File: src/aif_defines.svh
`ifndef AIF_DEFINES_SVH
`define AIF_DEFINES_SVH

// Register map; printed offsets are word aligned byte addresses
`define AIF_ADDR_W            32
`define AIF_OFS_ENABLE        32'h4001C064
`define AIF_OFS_FLAGS         32'h4001C068
`define AIF_OFS_MASK          32'h4001C0F0
`define AIF_OFS_STATUS        32'h4001C0F4

// Enable register fields
`define AIF_EN_SEQA_BIT       0
`define AIF_EN_SEQB_BIT       1
`define AIF_EN_OVR_BIT        2
`define AIF_EN_SEL_LSB        3
`define AIF_EN_USED_MSB       26

// Flag register fields
`define AIF_FL_THR_LSB        0
`define AIF_FL_OVR_LSB        12
`define AIF_FL_SEQ_A_OVERRUN_MIRROR_BIT   24
`define AIF_FL_SEQ_B_OVERRUN_MIRROR_BIT   25
`define AIF_FL_SEQA_INT_BIT   28
`define AIF_FL_SEQB_INT_BIT   29
`define AIF_FL_THR_INT_BIT    30
`define AIF_FL_OVERRUN_IRQ_FLAG_BIT    31

// Sticky status bits
`define AIF_ST_THR_BIT        0
`define AIF_ST_OVR_BIT        1
`define AIF_ST_SEQA_BIT       2
`define AIF_ST_SEQB_BIT       3
`define AIF_ST_W              4

`define AIF_ZERO32            32'h00000000
`define AIF_SEQ_MODE_CONV     1'h0

`endif

File: src/aif_pkg.sv
package aif_pkg;
  typedef enum logic [1:0] {
    AIF_SEL_OFF      = 2'h0,
    AIF_SEL_OUTSIDE  = 2'h1,
    AIF_SEL_CROSSING = 2'h2,
    AIF_SEL_RSVD     = 2'h3
  } aif_sel_t;
endpackage

File: src/aif_irq_flags.sv
// Our own choice: strobed register access.
`timescale 1ns/10ps
`include "aif_defines.svh"

// How it works
// Enabled overrun on any of the twelve channel results raises overrun request.
// Sequence global overrun also raises it when that sequence's mode is 0.
// Overrun enable is enable bit 2, resets 0, blocks overrun request.
// Two-bit threshold select per channel at bits 2n+4:2n+3, reset zero.
// Software keeps reserved bits zero; those bits read here as zero.
// Channel threshold flag sets on selected outside or crossing event.
// Writing one clears a threshold flag; zero leaves it; reset zero.
// Flag bits 12..23 mirror channel result overrun status.
// Flag bit 24 mirrors sequence A global result overrun.
// Flag register gathers four request flags, overrun and threshold flags.
// Sequence B overrun mirror sits at bit 25; bits 27:26 reserved.
// Threshold request flag is the OR of the twelve channel flags.
// Overrun request flag stays set until all contributing overruns clear.
// Channel events raise requests whatever sequence or trigger caused them.
// Each request is a level: flag and enable both set; the threshold request has no enable and follows its flag alone.
module aif_irq_flags #(
  parameter int NCH = 12
) (
  input  wire logic                   mclk_in,
  input  wire logic                   nrst_in,
  input  wire logic [`AIF_ADDR_W-1:0] addr_in,
  input  wire logic [31:0]            wdata_in,
  input  wire logic                   wr_in,
  input  wire logic                   rd_in,
  output logic      [31:0]            rdata_out,
  input  wire logic [NCH-1:0]         chan_overrun_in,
  input  wire logic [NCH-1:0]         thr_outside_in,
  input  wire logic [NCH-1:0]         thr_crossing_in,
  input  wire logic                   seq_a_overrun_in,
  input  wire logic                   seq_b_overrun_in,
  input  wire logic                   seq_a_mode_in,
  input  wire logic                   seq_b_mode_in,
  input  wire logic                   seq_a_int_flag_in,
  input  wire logic                   seq_b_int_flag_in,
  output logic                        seq_a_irq_enable_out,
  output logic                        seq_b_irq_enable_out,
  output logic                        overrun_irq_out,
  output logic                        threshold_irq_out,
  output logic                        seq_a_irq_out,
  output logic                        seq_b_irq_out,
  output logic                        irq_out
);
  initial begin
    if (NCH != 12) $error("aif_irq_flags: layout fixed at 12 channels");
  end

  localparam int SEL_W = 2 * NCH;

  // Configuration and mirror state
  logic [SEL_W-1:0]      sel_ff;
  logic                  ovr_en_ff;
  logic                  seqa_en_ff;
  logic                  seqb_en_ff;
  logic [`AIF_ST_W-1:0]  mask_ff;
  logic [NCH-1:0]        chan_ovr_ff;
  logic                  seq_a_overrun_mirror_ff;
  logic                  seq_b_overrun_mirror_ff;
  logic                  seqa_mode_ff;
  logic                  seqb_mode_ff;
  logic                  seqa_int_ff;
  logic                  seqb_int_ff;
  logic [31:0]           rdata_ff;
  logic                  ovr_irq_ff;
  logic                  thr_irq_ff;
  logic                  seqa_irq_ff;
  logic                  seqb_irq_ff;

  // Decode
  wire hit_en    = (addr_in == `AIF_OFS_ENABLE);
  wire hit_flags = (addr_in == `AIF_OFS_FLAGS);
  wire hit_mask  = (addr_in == `AIF_OFS_MASK);
  wire hit_stat  = (addr_in == `AIF_OFS_STATUS);
  wire wr_en     = wr_in & hit_en;
  wire wr_flags  = wr_in & hit_flags;
  wire wr_mask   = wr_in & hit_mask;
  wire wr_stat   = wr_in & hit_stat;

  wire [NCH-1:0] thr_clear = wr_flags ?
    wdata_in[`AIF_FL_THR_LSB +: NCH] : '0;

  // Channel threshold flags
  logic [NCH-1:0] thr_flag;
  for (genvar ch = 0; ch < NCH; ch++) begin : g_ch
    aif_thr_chan u_thr (
      .mclk_in     (mclk_in),
      .nrst_in     (nrst_in),
      .sel_in      (sel_ff[2*ch +: 2]),
      .outside_in  (thr_outside_in[ch]),
      .crossing_in (thr_crossing_in[ch]),
      .clear_in    (thr_clear[ch]),
      .flag_out    (thr_flag[ch])
    );
  end

  // Request flags
  wire thr_int_flag = |thr_flag;
  // Global overruns count only in per-conversion mode
  wire seq_a_overrun_mirror_hit = seq_a_overrun_mirror_ff &
                      (seqa_mode_ff == `AIF_SEQ_MODE_CONV);
  wire seq_b_overrun_mirror_hit = seq_b_overrun_mirror_ff &
                      (seqb_mode_ff == `AIF_SEQ_MODE_CONV);
  wire overrun_irq_flag_flag = (|chan_ovr_ff) | seq_a_overrun_mirror_hit | seq_b_overrun_mirror_hit;

  wire nxt_ovr_irq  = overrun_irq_flag_flag & ovr_en_ff;
  wire nxt_thr_irq  = thr_int_flag;
  wire nxt_seqa_irq = seqa_int_ff & seqa_en_ff;
  wire nxt_seqb_irq = seqb_int_ff & seqb_en_ff;

  // Flag register image
  logic [31:0] flags_img;
  always_comb begin
    flags_img = `AIF_ZERO32;
    flags_img[`AIF_FL_THR_LSB +: NCH] = thr_flag;
    flags_img[`AIF_FL_OVR_LSB +: NCH] = chan_ovr_ff;
    flags_img[`AIF_FL_SEQ_A_OVERRUN_MIRROR_BIT]   = seq_a_overrun_mirror_ff;
    flags_img[`AIF_FL_SEQ_B_OVERRUN_MIRROR_BIT]   = seq_b_overrun_mirror_ff;
    flags_img[`AIF_FL_SEQA_INT_BIT]   = seqa_int_ff;
    flags_img[`AIF_FL_SEQB_INT_BIT]   = seqb_int_ff;
    flags_img[`AIF_FL_THR_INT_BIT]    = thr_int_flag;
    flags_img[`AIF_FL_OVERRUN_IRQ_FLAG_BIT]    = overrun_irq_flag_flag;
  end

  logic [31:0] en_img;
  always_comb begin
    en_img = `AIF_ZERO32;
    en_img[`AIF_EN_SEQA_BIT] = seqa_en_ff;
    en_img[`AIF_EN_SEQB_BIT] = seqb_en_ff;
    en_img[`AIF_EN_OVR_BIT]  = ovr_en_ff;
    en_img[`AIF_EN_SEL_LSB +: SEL_W] = sel_ff;
  end

  // Sticky status and mask
  wire [`AIF_ST_W-1:0] st_events = {nxt_seqb_irq & ~seqb_irq_ff,
                                    nxt_seqa_irq & ~seqa_irq_ff,
                                    nxt_ovr_irq & ~ovr_irq_ff,
                                    nxt_thr_irq & ~thr_irq_ff};
  wire [`AIF_ST_W-1:0] st_clear = wr_stat ? wdata_in[`AIF_ST_W-1:0] : '0;
  logic [`AIF_ST_W-1:0] st_bits;

  aif_sticky #(
    .W (`AIF_ST_W)
  ) u_sticky (
    .mclk_in    (mclk_in),
    .nrst_in    (nrst_in),
    .event_in   (st_events),
    .clear_in   (st_clear),
    .mask_in    (mask_ff),
    .status_out (st_bits),
    .irq_out    (irq_out)
  );

  wire [31:0] st_img   = {{(32-`AIF_ST_W){1'b0}}, st_bits};
  wire [31:0] mask_img = {{(32-`AIF_ST_W){1'b0}}, mask_ff};

  // Unmapped reads return zero
  wire [31:0] rd_mux = hit_en    ? en_img    :
                       hit_flags ? flags_img :
                       hit_mask  ? mask_img  :
                       hit_stat  ? st_img    : `AIF_ZERO32;
  wire [31:0] nxt_rdata = rd_in ? rd_mux : `AIF_ZERO32;

  // Configuration registers
  always_ff @(posedge mclk_in) begin
    if (!nrst_in) begin
      sel_ff     <= '0;
      ovr_en_ff  <= 1'b0;
      seqa_en_ff <= 1'b0;
      seqb_en_ff <= 1'b0;
      mask_ff    <= '0;
    end else begin
      if (wr_en) begin
        sel_ff     <= wdata_in[`AIF_EN_SEL_LSB +: SEL_W];
        ovr_en_ff  <= wdata_in[`AIF_EN_OVR_BIT];
        seqa_en_ff <= wdata_in[`AIF_EN_SEQA_BIT];
        seqb_en_ff <= wdata_in[`AIF_EN_SEQB_BIT];
      end
      if (wr_mask) begin
        mask_ff <= wdata_in[`AIF_ST_W-1:0];
      end
    end
  end

  // Mirrors of result-register status, one cycle behind
  always_ff @(posedge mclk_in) begin
    if (!nrst_in) begin
      chan_ovr_ff  <= '0;
      seq_a_overrun_mirror_ff  <= 1'b0;
      seq_b_overrun_mirror_ff  <= 1'b0;
      seqa_mode_ff <= 1'b0;
      seqb_mode_ff <= 1'b0;
      seqa_int_ff  <= 1'b0;
      seqb_int_ff  <= 1'b0;
    end else begin
      chan_ovr_ff  <= chan_overrun_in;
      seq_a_overrun_mirror_ff  <= seq_a_overrun_in;
      seq_b_overrun_mirror_ff  <= seq_b_overrun_in;
      seqa_mode_ff <= seq_a_mode_in;
      seqb_mode_ff <= seq_b_mode_in;
      seqa_int_ff  <= seq_a_int_flag_in;
      seqb_int_ff  <= seq_b_int_flag_in;
    end
  end

  // Request levels and read data
  always_ff @(posedge mclk_in) begin
    if (!nrst_in) begin
      ovr_irq_ff  <= 1'b0;
      thr_irq_ff  <= 1'b0;
      seqa_irq_ff <= 1'b0;
      seqb_irq_ff <= 1'b0;
      rdata_ff    <= `AIF_ZERO32;
    end else begin
      ovr_irq_ff  <= nxt_ovr_irq;
      thr_irq_ff  <= nxt_thr_irq;
      seqa_irq_ff <= nxt_seqa_irq;
      seqb_irq_ff <= nxt_seqb_irq;
      rdata_ff    <= nxt_rdata;
    end
  end

  assign rdata_out            = rdata_ff;
  assign overrun_irq_out      = ovr_irq_ff;
  assign threshold_irq_out    = thr_irq_ff;
  assign seq_a_irq_out        = seqa_irq_ff;
  assign seq_b_irq_out        = seqb_irq_ff;
  assign seq_a_irq_enable_out = seqa_en_ff;
  assign seq_b_irq_enable_out = seqb_en_ff;
endmodule

File: src/aif_thr_chan.sv
`timescale 1ns/10ps
`include "aif_defines.svh"

// One channel's write-one-to-clear threshold event flag
module aif_thr_chan (
  input  wire logic       mclk_in,
  input  wire logic       nrst_in,
  input  wire logic [1:0] sel_in,
  input  wire logic       outside_in,
  input  wire logic       crossing_in,
  input  wire logic       clear_in,
  output logic            flag_out
);
  logic flag_ff;
  logic nxt_flag;
  logic hit;

  assign hit = (sel_in == aif_pkg::AIF_SEL_OUTSIDE  && outside_in) ||
               (sel_in == aif_pkg::AIF_SEL_CROSSING && crossing_in);
  // Set wins over a same-cycle clear
  assign nxt_flag = hit | (flag_ff & ~clear_in);

  always_ff @(posedge mclk_in) begin
    if (!nrst_in) begin
      flag_ff <= 1'b0;
    end else begin
      flag_ff <= nxt_flag;
    end
  end

  assign flag_out = flag_ff;
endmodule

File: src/aif_sticky.sv
`timescale 1ns/10ps
`include "aif_defines.svh"

// Sticky event bits, write one to clear, masked onto one level
module aif_sticky #(
  parameter int W = 4
) (
  input  wire logic         mclk_in,
  input  wire logic         nrst_in,
  input  wire logic [W-1:0] event_in,
  input  wire logic [W-1:0] clear_in,
  input  wire logic [W-1:0] mask_in,
  output logic [W-1:0]      status_out,
  output logic              irq_out
);
  logic [W-1:0] st_ff;
  logic         irq_ff;
  logic [W-1:0] nxt_st;

  initial begin
    if (W < 1) $error("aif_sticky: W must be at least 1");
  end

  assign nxt_st = event_in | (st_ff & ~clear_in);

  always_ff @(posedge mclk_in) begin
    if (!nrst_in) begin
      st_ff  <= '0;
      irq_ff <= 1'b0;
    end else begin
      st_ff  <= nxt_st;
      irq_ff <= |(nxt_st & mask_in);
    end
  end

  assign status_out = st_ff;
  assign irq_out    = irq_ff;
endmodule

File: config.mk
export PLATFORM = sky130hd
export DESIGN_NAME = aif_irq_flags
export DESIGN_NICKNAME = d
export VERILOG_FILES = /design/src/aif_pkg.sv /design/src/aif_irq_flags.sv /design/src/aif_thr_chan.sv /design/src/aif_sticky.sv
export VERILOG_INCLUDE_DIRS = /design/src
export SDC_FILE = /design/constraint.sdc
export NUM_CORES = 1
export LEC_CHECK = 0
export ABC_AREA = 1
export BUFFER_PORTS_ARGS = -buffer_cell sky130_fd_sc_hd__buf_2
export CORE_ASPECT_RATIO = 0.75
export CORE_MARGIN = 4
export CORE_UTILIZATION = 45
export DETAILED_ROUTE_END_ITERATION = 6
export PLACE_DENSITY = 0.86
export REMOVE_ABC_BUFFERS = 1
export SLEW_MARGIN = 20
export SYNTH_ARGS = -nofsm -noshare
export SYNTH_HDL_FRONTEND = slang
export SYNTH_HIERARCHICAL = 1
export SYNTH_SLANG_ARGS = --single-unit
File: constraint.sdc
create_clock -name mclk_in -period 1.6 [get_ports mclk_in]
set_clock_uncertainty 0.05 [all_clocks]
set_input_delay 0.16 -clock mclk_in [delete_from_list [all_inputs] [get_ports mclk_in]]
set_output_delay 0.16 -clock mclk_in [all_outputs]
set_load 0.1 [all_outputs]
== Word-level counts from Yosys, hierarchy flattened ==
Index checks and enable logic that the tools add are counted.
Widths: inputs -> output; s select.
Storage, ports and cells
  bits of input ports: 110
  word-level logic and storage cells: 172
  register bits: 102
Operators by class
  bitwise logic cells: 63
  multiplexer cells: 6
  reduce and logical (&&, ||, !) cells: 42
  eq/ne operators: 28
Operators with widths (number)
  $eq 32x31->1 const B: 4
  $mux 32: 1
  $mux 27: 1
  $and 1x1->1: 25
  $eq 2x1->1 const B: 12
  $eq 2x2->1 const B: 12
  $logic_and 1x1->1: 24
  $reduce_or 12->1: 2
  $not 1->1: 20
  $or 1x1->1: 14
  $logic_or 1x1->1: 12
  $mux 12: 1
  $mux 4: 3
  $and 4x4->4: 2
  $reduce_or 5->1: 1
  $not 4->4: 1
  $or 4x4->4: 1
  $reduce_or 4->1: 1
  $reduce_or 3->1: 1
  $reduce_and 2->1: 1

== Logic depth before layout (Yosys ltp) ==
  depth in word-level cells: 9
  gate-level depth with buffers: 16
  mapped depth without buffers: 15

== By module ==
The synthesis kept the hierarchy.
By module, submodules not included
  aif_irq_flags: seq. area each 1681.6 sq um, area each 3618.5 sq um, instances 1, cells an instance 531
  aif_thr_chan: seq. area each 20.0 sq um, area each 57.6 sq um, instances 12, cells an instance 10
  aif_sticky: seq. area each 100.1 sq um, area each 216.5 sq um, instances 1, cells an instance 34

== Least setup slack after synthesis ==
Ideal clock, no wire load.
  path kind: flip-flop to flip-flop
  from: register seqa_en_ff, in the netlist seq_a_irq_enable_out
  to: register u_sticky.irq_ff, in the netlist u_sticky/irq_out
  setup slack: -0.122 ns
  library setup time: 0.064 ns
  clock period less this slack: 1.722 ns
  arrival time: 1.608 ns
  cell stages (with the launch flop): 9
  path buffers: 0
  cells stage by stage: dfxtp_1 inv_1 nor3_1 inv_1 nand2_1 nand2_1 nand2_1 nor2_1 nor2_1
Between the ends
  longest elaborated chain between the ends: 5
RTL lines
  start: declaration: RTL line aif_irq_flags.sv:57  | logic seqa_en_ff;
  start signal: assignment: RTL line aif_irq_flags.sv:179  | seqa_en_ff <= wdata_in[`AIF_EN_SEQA_BIT];
  $and 1x1->1: RTL line aif_irq_flags.sv:111  | wire nxt_seqa_irq = seqa_int_ff & seqa_en_ff;
  $and 1x1->1: RTL line aif_irq_flags.sv:139  | nxt_seqa_irq & ~seqa_irq_ff,
  via st_events[2]: RTL line aif_irq_flags.sv:138  | wire [`AIF_ST_W-1:0] st_events = {nxt_seqb_irq & ~seqb_irq_ff,
  $or 4x4->4: RTL line aif_sticky.sv:24  | assign nxt_st = event_in | (st_ff & ~clear_in);
  $and 4x4->4: RTL line aif_sticky.sv:32  | irq_ff <= |(nxt_st & mask_in);
  $reduce_or 4->1: RTL line aif_sticky.sv:32
  end signal: assignment: RTL line aif_sticky.sv:32
  end: declaration: RTL line aif_sticky.sv:17  | logic irq_ff;
The timed path passes the listed nets, and every way through them passes these cells.
A chain may end at the register's enable or synchronous reset.

== Final worst setup path ==
  from: register chan_ovr_ff[9]
  to: register u_sticky.irq_ff, in the netlist u_sticky/irq_out
Between the ends
  longest elaborated chain between the ends: 8
RTL lines
  start: declaration: RTL line aif_irq_flags.sv:60  | logic [NCH-1:0] chan_ovr_ff;
  start signal: assignment: RTL line aif_irq_flags.sv:199  | chan_ovr_ff <= chan_overrun_in;
  $reduce_or 12->1: RTL line aif_irq_flags.sv:107  | wire overrun_irq_flag_flag = (|chan_ovr_ff) | seq_a_overrun_mirror_hit | seq_b_overrun_mirror_hit;
  $or 1x1->1 (2 in a row): RTL line aif_irq_flags.sv:107
  $and 1x1->1: RTL line aif_irq_flags.sv:109  | wire nxt_ovr_irq = overrun_irq_flag_flag & ovr_en_ff;
  $and 1x1->1: RTL line aif_irq_flags.sv:140  | nxt_ovr_irq & ~ovr_irq_ff,
  via st_events[1]: RTL line aif_irq_flags.sv:138
  $or 4x4->4: RTL line aif_sticky.sv:24
  $and 4x4->4: RTL line aif_sticky.sv:32
  $reduce_or 4->1: RTL line aif_sticky.sv:32
The timed path passes the listed nets, and every way through them passes these cells.

==> impl_metrics.yaml <==
yosys:
  yosys_register_bits: 101
  yosys_warnings: 6
  netlist_instances: 685
  post_synth.cell_area_avg_um2: 6.61
  count_of_flip_flops_with_a_built_in_enable_after_synthesis: 0
  synthDistinctLibCells: 24
  proportion_of_synthesized_flip_flops_having_asynchronous_set_or_reset: 0
  post_synth_instance_area_um2: 4530
  main_synth_ff_type: "dfxtp_1"
  post_synthesis_sequential_area_ratio: 0.447
layout:
  final_layout_size_suffix_gt1_frac: 0.259
  non_filler_instance_count_after_layout: 1009
  areaGrowthSynthToFinish_pct: 35.8
  insertedDiodeCount: 0
  nets_finish: 982
  final_area_um2: 6150
sta:
  timing_hold_violations_final: 0
  min_period_over_period: 0.918
  rsz0062_at_grt: "yes"
  setup_total_negative_slack_ps: 0
  setup-violations-final: 0
  final-max-slew-violation-count: 0
  max_freq_mhz: 681
  final.min_clock_period_ps: 1470
  layout_setup_ws_ps: 131
placement:
  place_congestion: 0.865
  placed_instance_area_um2: 5580
  place_worst_setup_slack_ps: -132
  dp_cells: 972
  numPortBuffers: 142
  dp_hpwl_um: 8850
clock_network:
  cts_buffers: 9
  tritoncts_clock_tree: "yes"
  clk_pin_slew_worst_paths_ps: 70
  maximum_buffer_depth_of_the_clock_tree: 2
  clk_root_buffer_cell: "clkbuf_16"
  tritoncts_num_sinks: 101
  clk-insertion-delay-late_ps: 340
  h_tree_levels: 3
floorplanning:
  die_area_um2: 11700
  io-pin-count: 149
  die_height_um: 94.9
  fp.dieW_um: 124
  core_region_area_um2: 9740
  placement_rows: 31
  floorplan.initialDensity: 0.465
power_and_ir_drop:
  internal_power_w: 0.00414
  irDropWorstVdd_v: 0.000840
  combPwrFrac: 0.070
  power_per_standard_cell_area_nw_per_um2: 864
  clock_power_share: 0.451
  power.switching_w: 0.00117
  power_switching_share: 0.220
  pwr-share-seq: 0.479
  p_leak_nw: 3.23
worst_setup_path:
  worst-path-max-fanout: 2
  req_time_crit_path_ps: 1790
  setup.worst_path.end_class: "register"
  crit_arrival_ps: 1650
  worst-setup-path-type: "register to register"
  critical_path.startpoint_type: "register"
detailed_routing:
  avgRoutedWirePerCell_um: 12.5
  route.final.wire_length_um: 12600
  first_pass_iters: 5
  antenna_left: 0
  vias_per_cell: 4.63
  route.vias.total: 4670
  drt_first_iter_violations: 261
  drc: 0
global_routing:
  antenna_found_initial: 1
  grt_max_degree: 60
  global_route.usage.total: 0.217
  wire_length_of_the_first_global_routing_pass_um: 20000
  grt_pass1_vias: 4313
  total_grt_overflow: 0
flow_run:
  max_cap_viol_count: 0
status:
  result_of_the_run: "complete, no violations"
hold_path:
  kind_of_path_behind_the_tightest_hold_check: "input pin to register"
routing by layer:
| layer | global-route usage | part of all wire | wire, µm |
|---|---|---|---|
| met3 | 0.0725 | 0.089 | 1120 |
| met5 | 0 | 0.00095 | 12 |
| met4 | 0.0719 | 0.017 | 220 |
| met2 | 0.338 | 0.45 | 5690 |
| met1 | 0.283 | 0.44 | 5570 |
registers in the layout, indices dropped and copies added, names as in the netlist, 4 cells and up:
register and flops:
chan_ovr_ff 12, g_ch.u_thr/flag_out 12, mask_ff 4, rdata_out 31
sel_ff 24, u_sticky/status_out 4
placed cells by master, fill, tap and decap left out, types with 3 or more instances in the layout:
cell / n
o21ai_0: 10
buf_12: 4
nor2_2: 3
dlygate4sd3_1: 21
a21oi_1: 9
nor3_1: 35
o21ai_2: 16
nand4_1: 6
dfxtp_1: 101
buf_4: 28
nor2_1: 100
inv_2: 9
inv_1: 139
clkbuf_16: 9
buf_2: 142
nand2_1: 175
nand3_1: 49
cell families (layout without fill, tap and decap cells):
logic type      after synthesis  in the layout  synth area share
compound gates               37             37            0.0553
buf+inv                     167            359             0.148
flops                       101            101             0.447
other cells                   1              1          0.000829
simple gates                379            379             0.349
per-stage QoR:
stage | utilization | hold slack [ps] | total power, W
4_1_cts | 0.629 | 0.334 | 0.00534
2_1_floorplan | - | 203 | 0.00270
3_3_place_gp | 0.573 | 291 | 0.00292
3_5_place_dp | 0.573 | 295 | 0.00292
5_1_grt | 0.631 | 3.27 | 0.00549
6_report | 0.631 | 8.30 | 0.00531
Yosys cell counts (2+ instances only):
master	instances	share of area
nand2_1	176	0.15
inv_1	146	0.12
dfxtp_1	101	0.45
nor2_1	101	0.084
nand3_1	50	0.055
nor3_1	36	0.040
o21ai_2	16	0.031
o21ai_0	10	0.011
a21oi_1	9	0.010
clkbuf_1	7	0.0058
nand4_1	6	0.0083
buf_2	5	0.0055
buf_4	4	0.0066
buf_6	3	0.0075
and2_1	2	0.0028
inv_2	2	0.0017
nand2_2	2	0.0028
nor2_2	2	0.0028
nor4_1	2	0.0028
area by class of cell:
type	count	area, µm²
Timing Repair Buffer	195	1210
Multi-Input combinational cell	417	1860
Clock buffer	10	239
Inverter	148	556
Clock inverter	6	95.1
Fill cell	891	3590
Sequential cell	101	2020
Tap cell	132	165
power by group through the flow:
stage	clock network [W]	logic [W]	registers (W)
after global routing	0.00253	0.000410	0.00255
after global placement	0	0.000320	0.00260
after floorplan	0	0.0000998	0.00260
after CTS	0.00243	0.000363	0.00254
after detailed placement	0	0.000323	0.00260
final	0.00239	0.000372	0.00254
worst max-delay path: stages, from the launching register on:
cell,delay [ps]
dfxtp_1,300
inv_1,80
nand4_1,140
nor2_1,210
nand2_1,100
nand2_1,90
nor2_1,40
inv_1,60
nand2_1,60
nand2_1,60
nand2_1,50
nor2_1,80
nor2_1,50
repair_timing:
item | 4_1_cts | 5_1_grt
hold endpoints to repair | 21 | 0
hold buffers | 21 | 0
resized for setup | 0 | 13
setup buffers | 0 | 0
setup endpoints to repair | 0 | 10
worst paths after layout:
| path | end | cells after the start | startpoint | slack, ps |
|---|---|---|---|---|
| min reg2reg | rdata_out[14]$_SDFF_PN0_ | 2 | chan_ovr_ff[2]$_SDFF_PN0_ | 400 |
| min | sel_ff[16]$_SDFFE_PN0P_ | 3 | wdata_in[19] | 8 |
| max | u_sticky/irq_out$_SDFF_PN0_ | 12 | chan_ovr_ff[9]$_SDFF_PN0_ | 130 |
| max reg2reg | u_sticky/irq_out$_SDFF_PN0_ | 12 | chan_ovr_ff[9]$_SDFF_PN0_ | 130 |
Power figures use the tool's default switching activity.
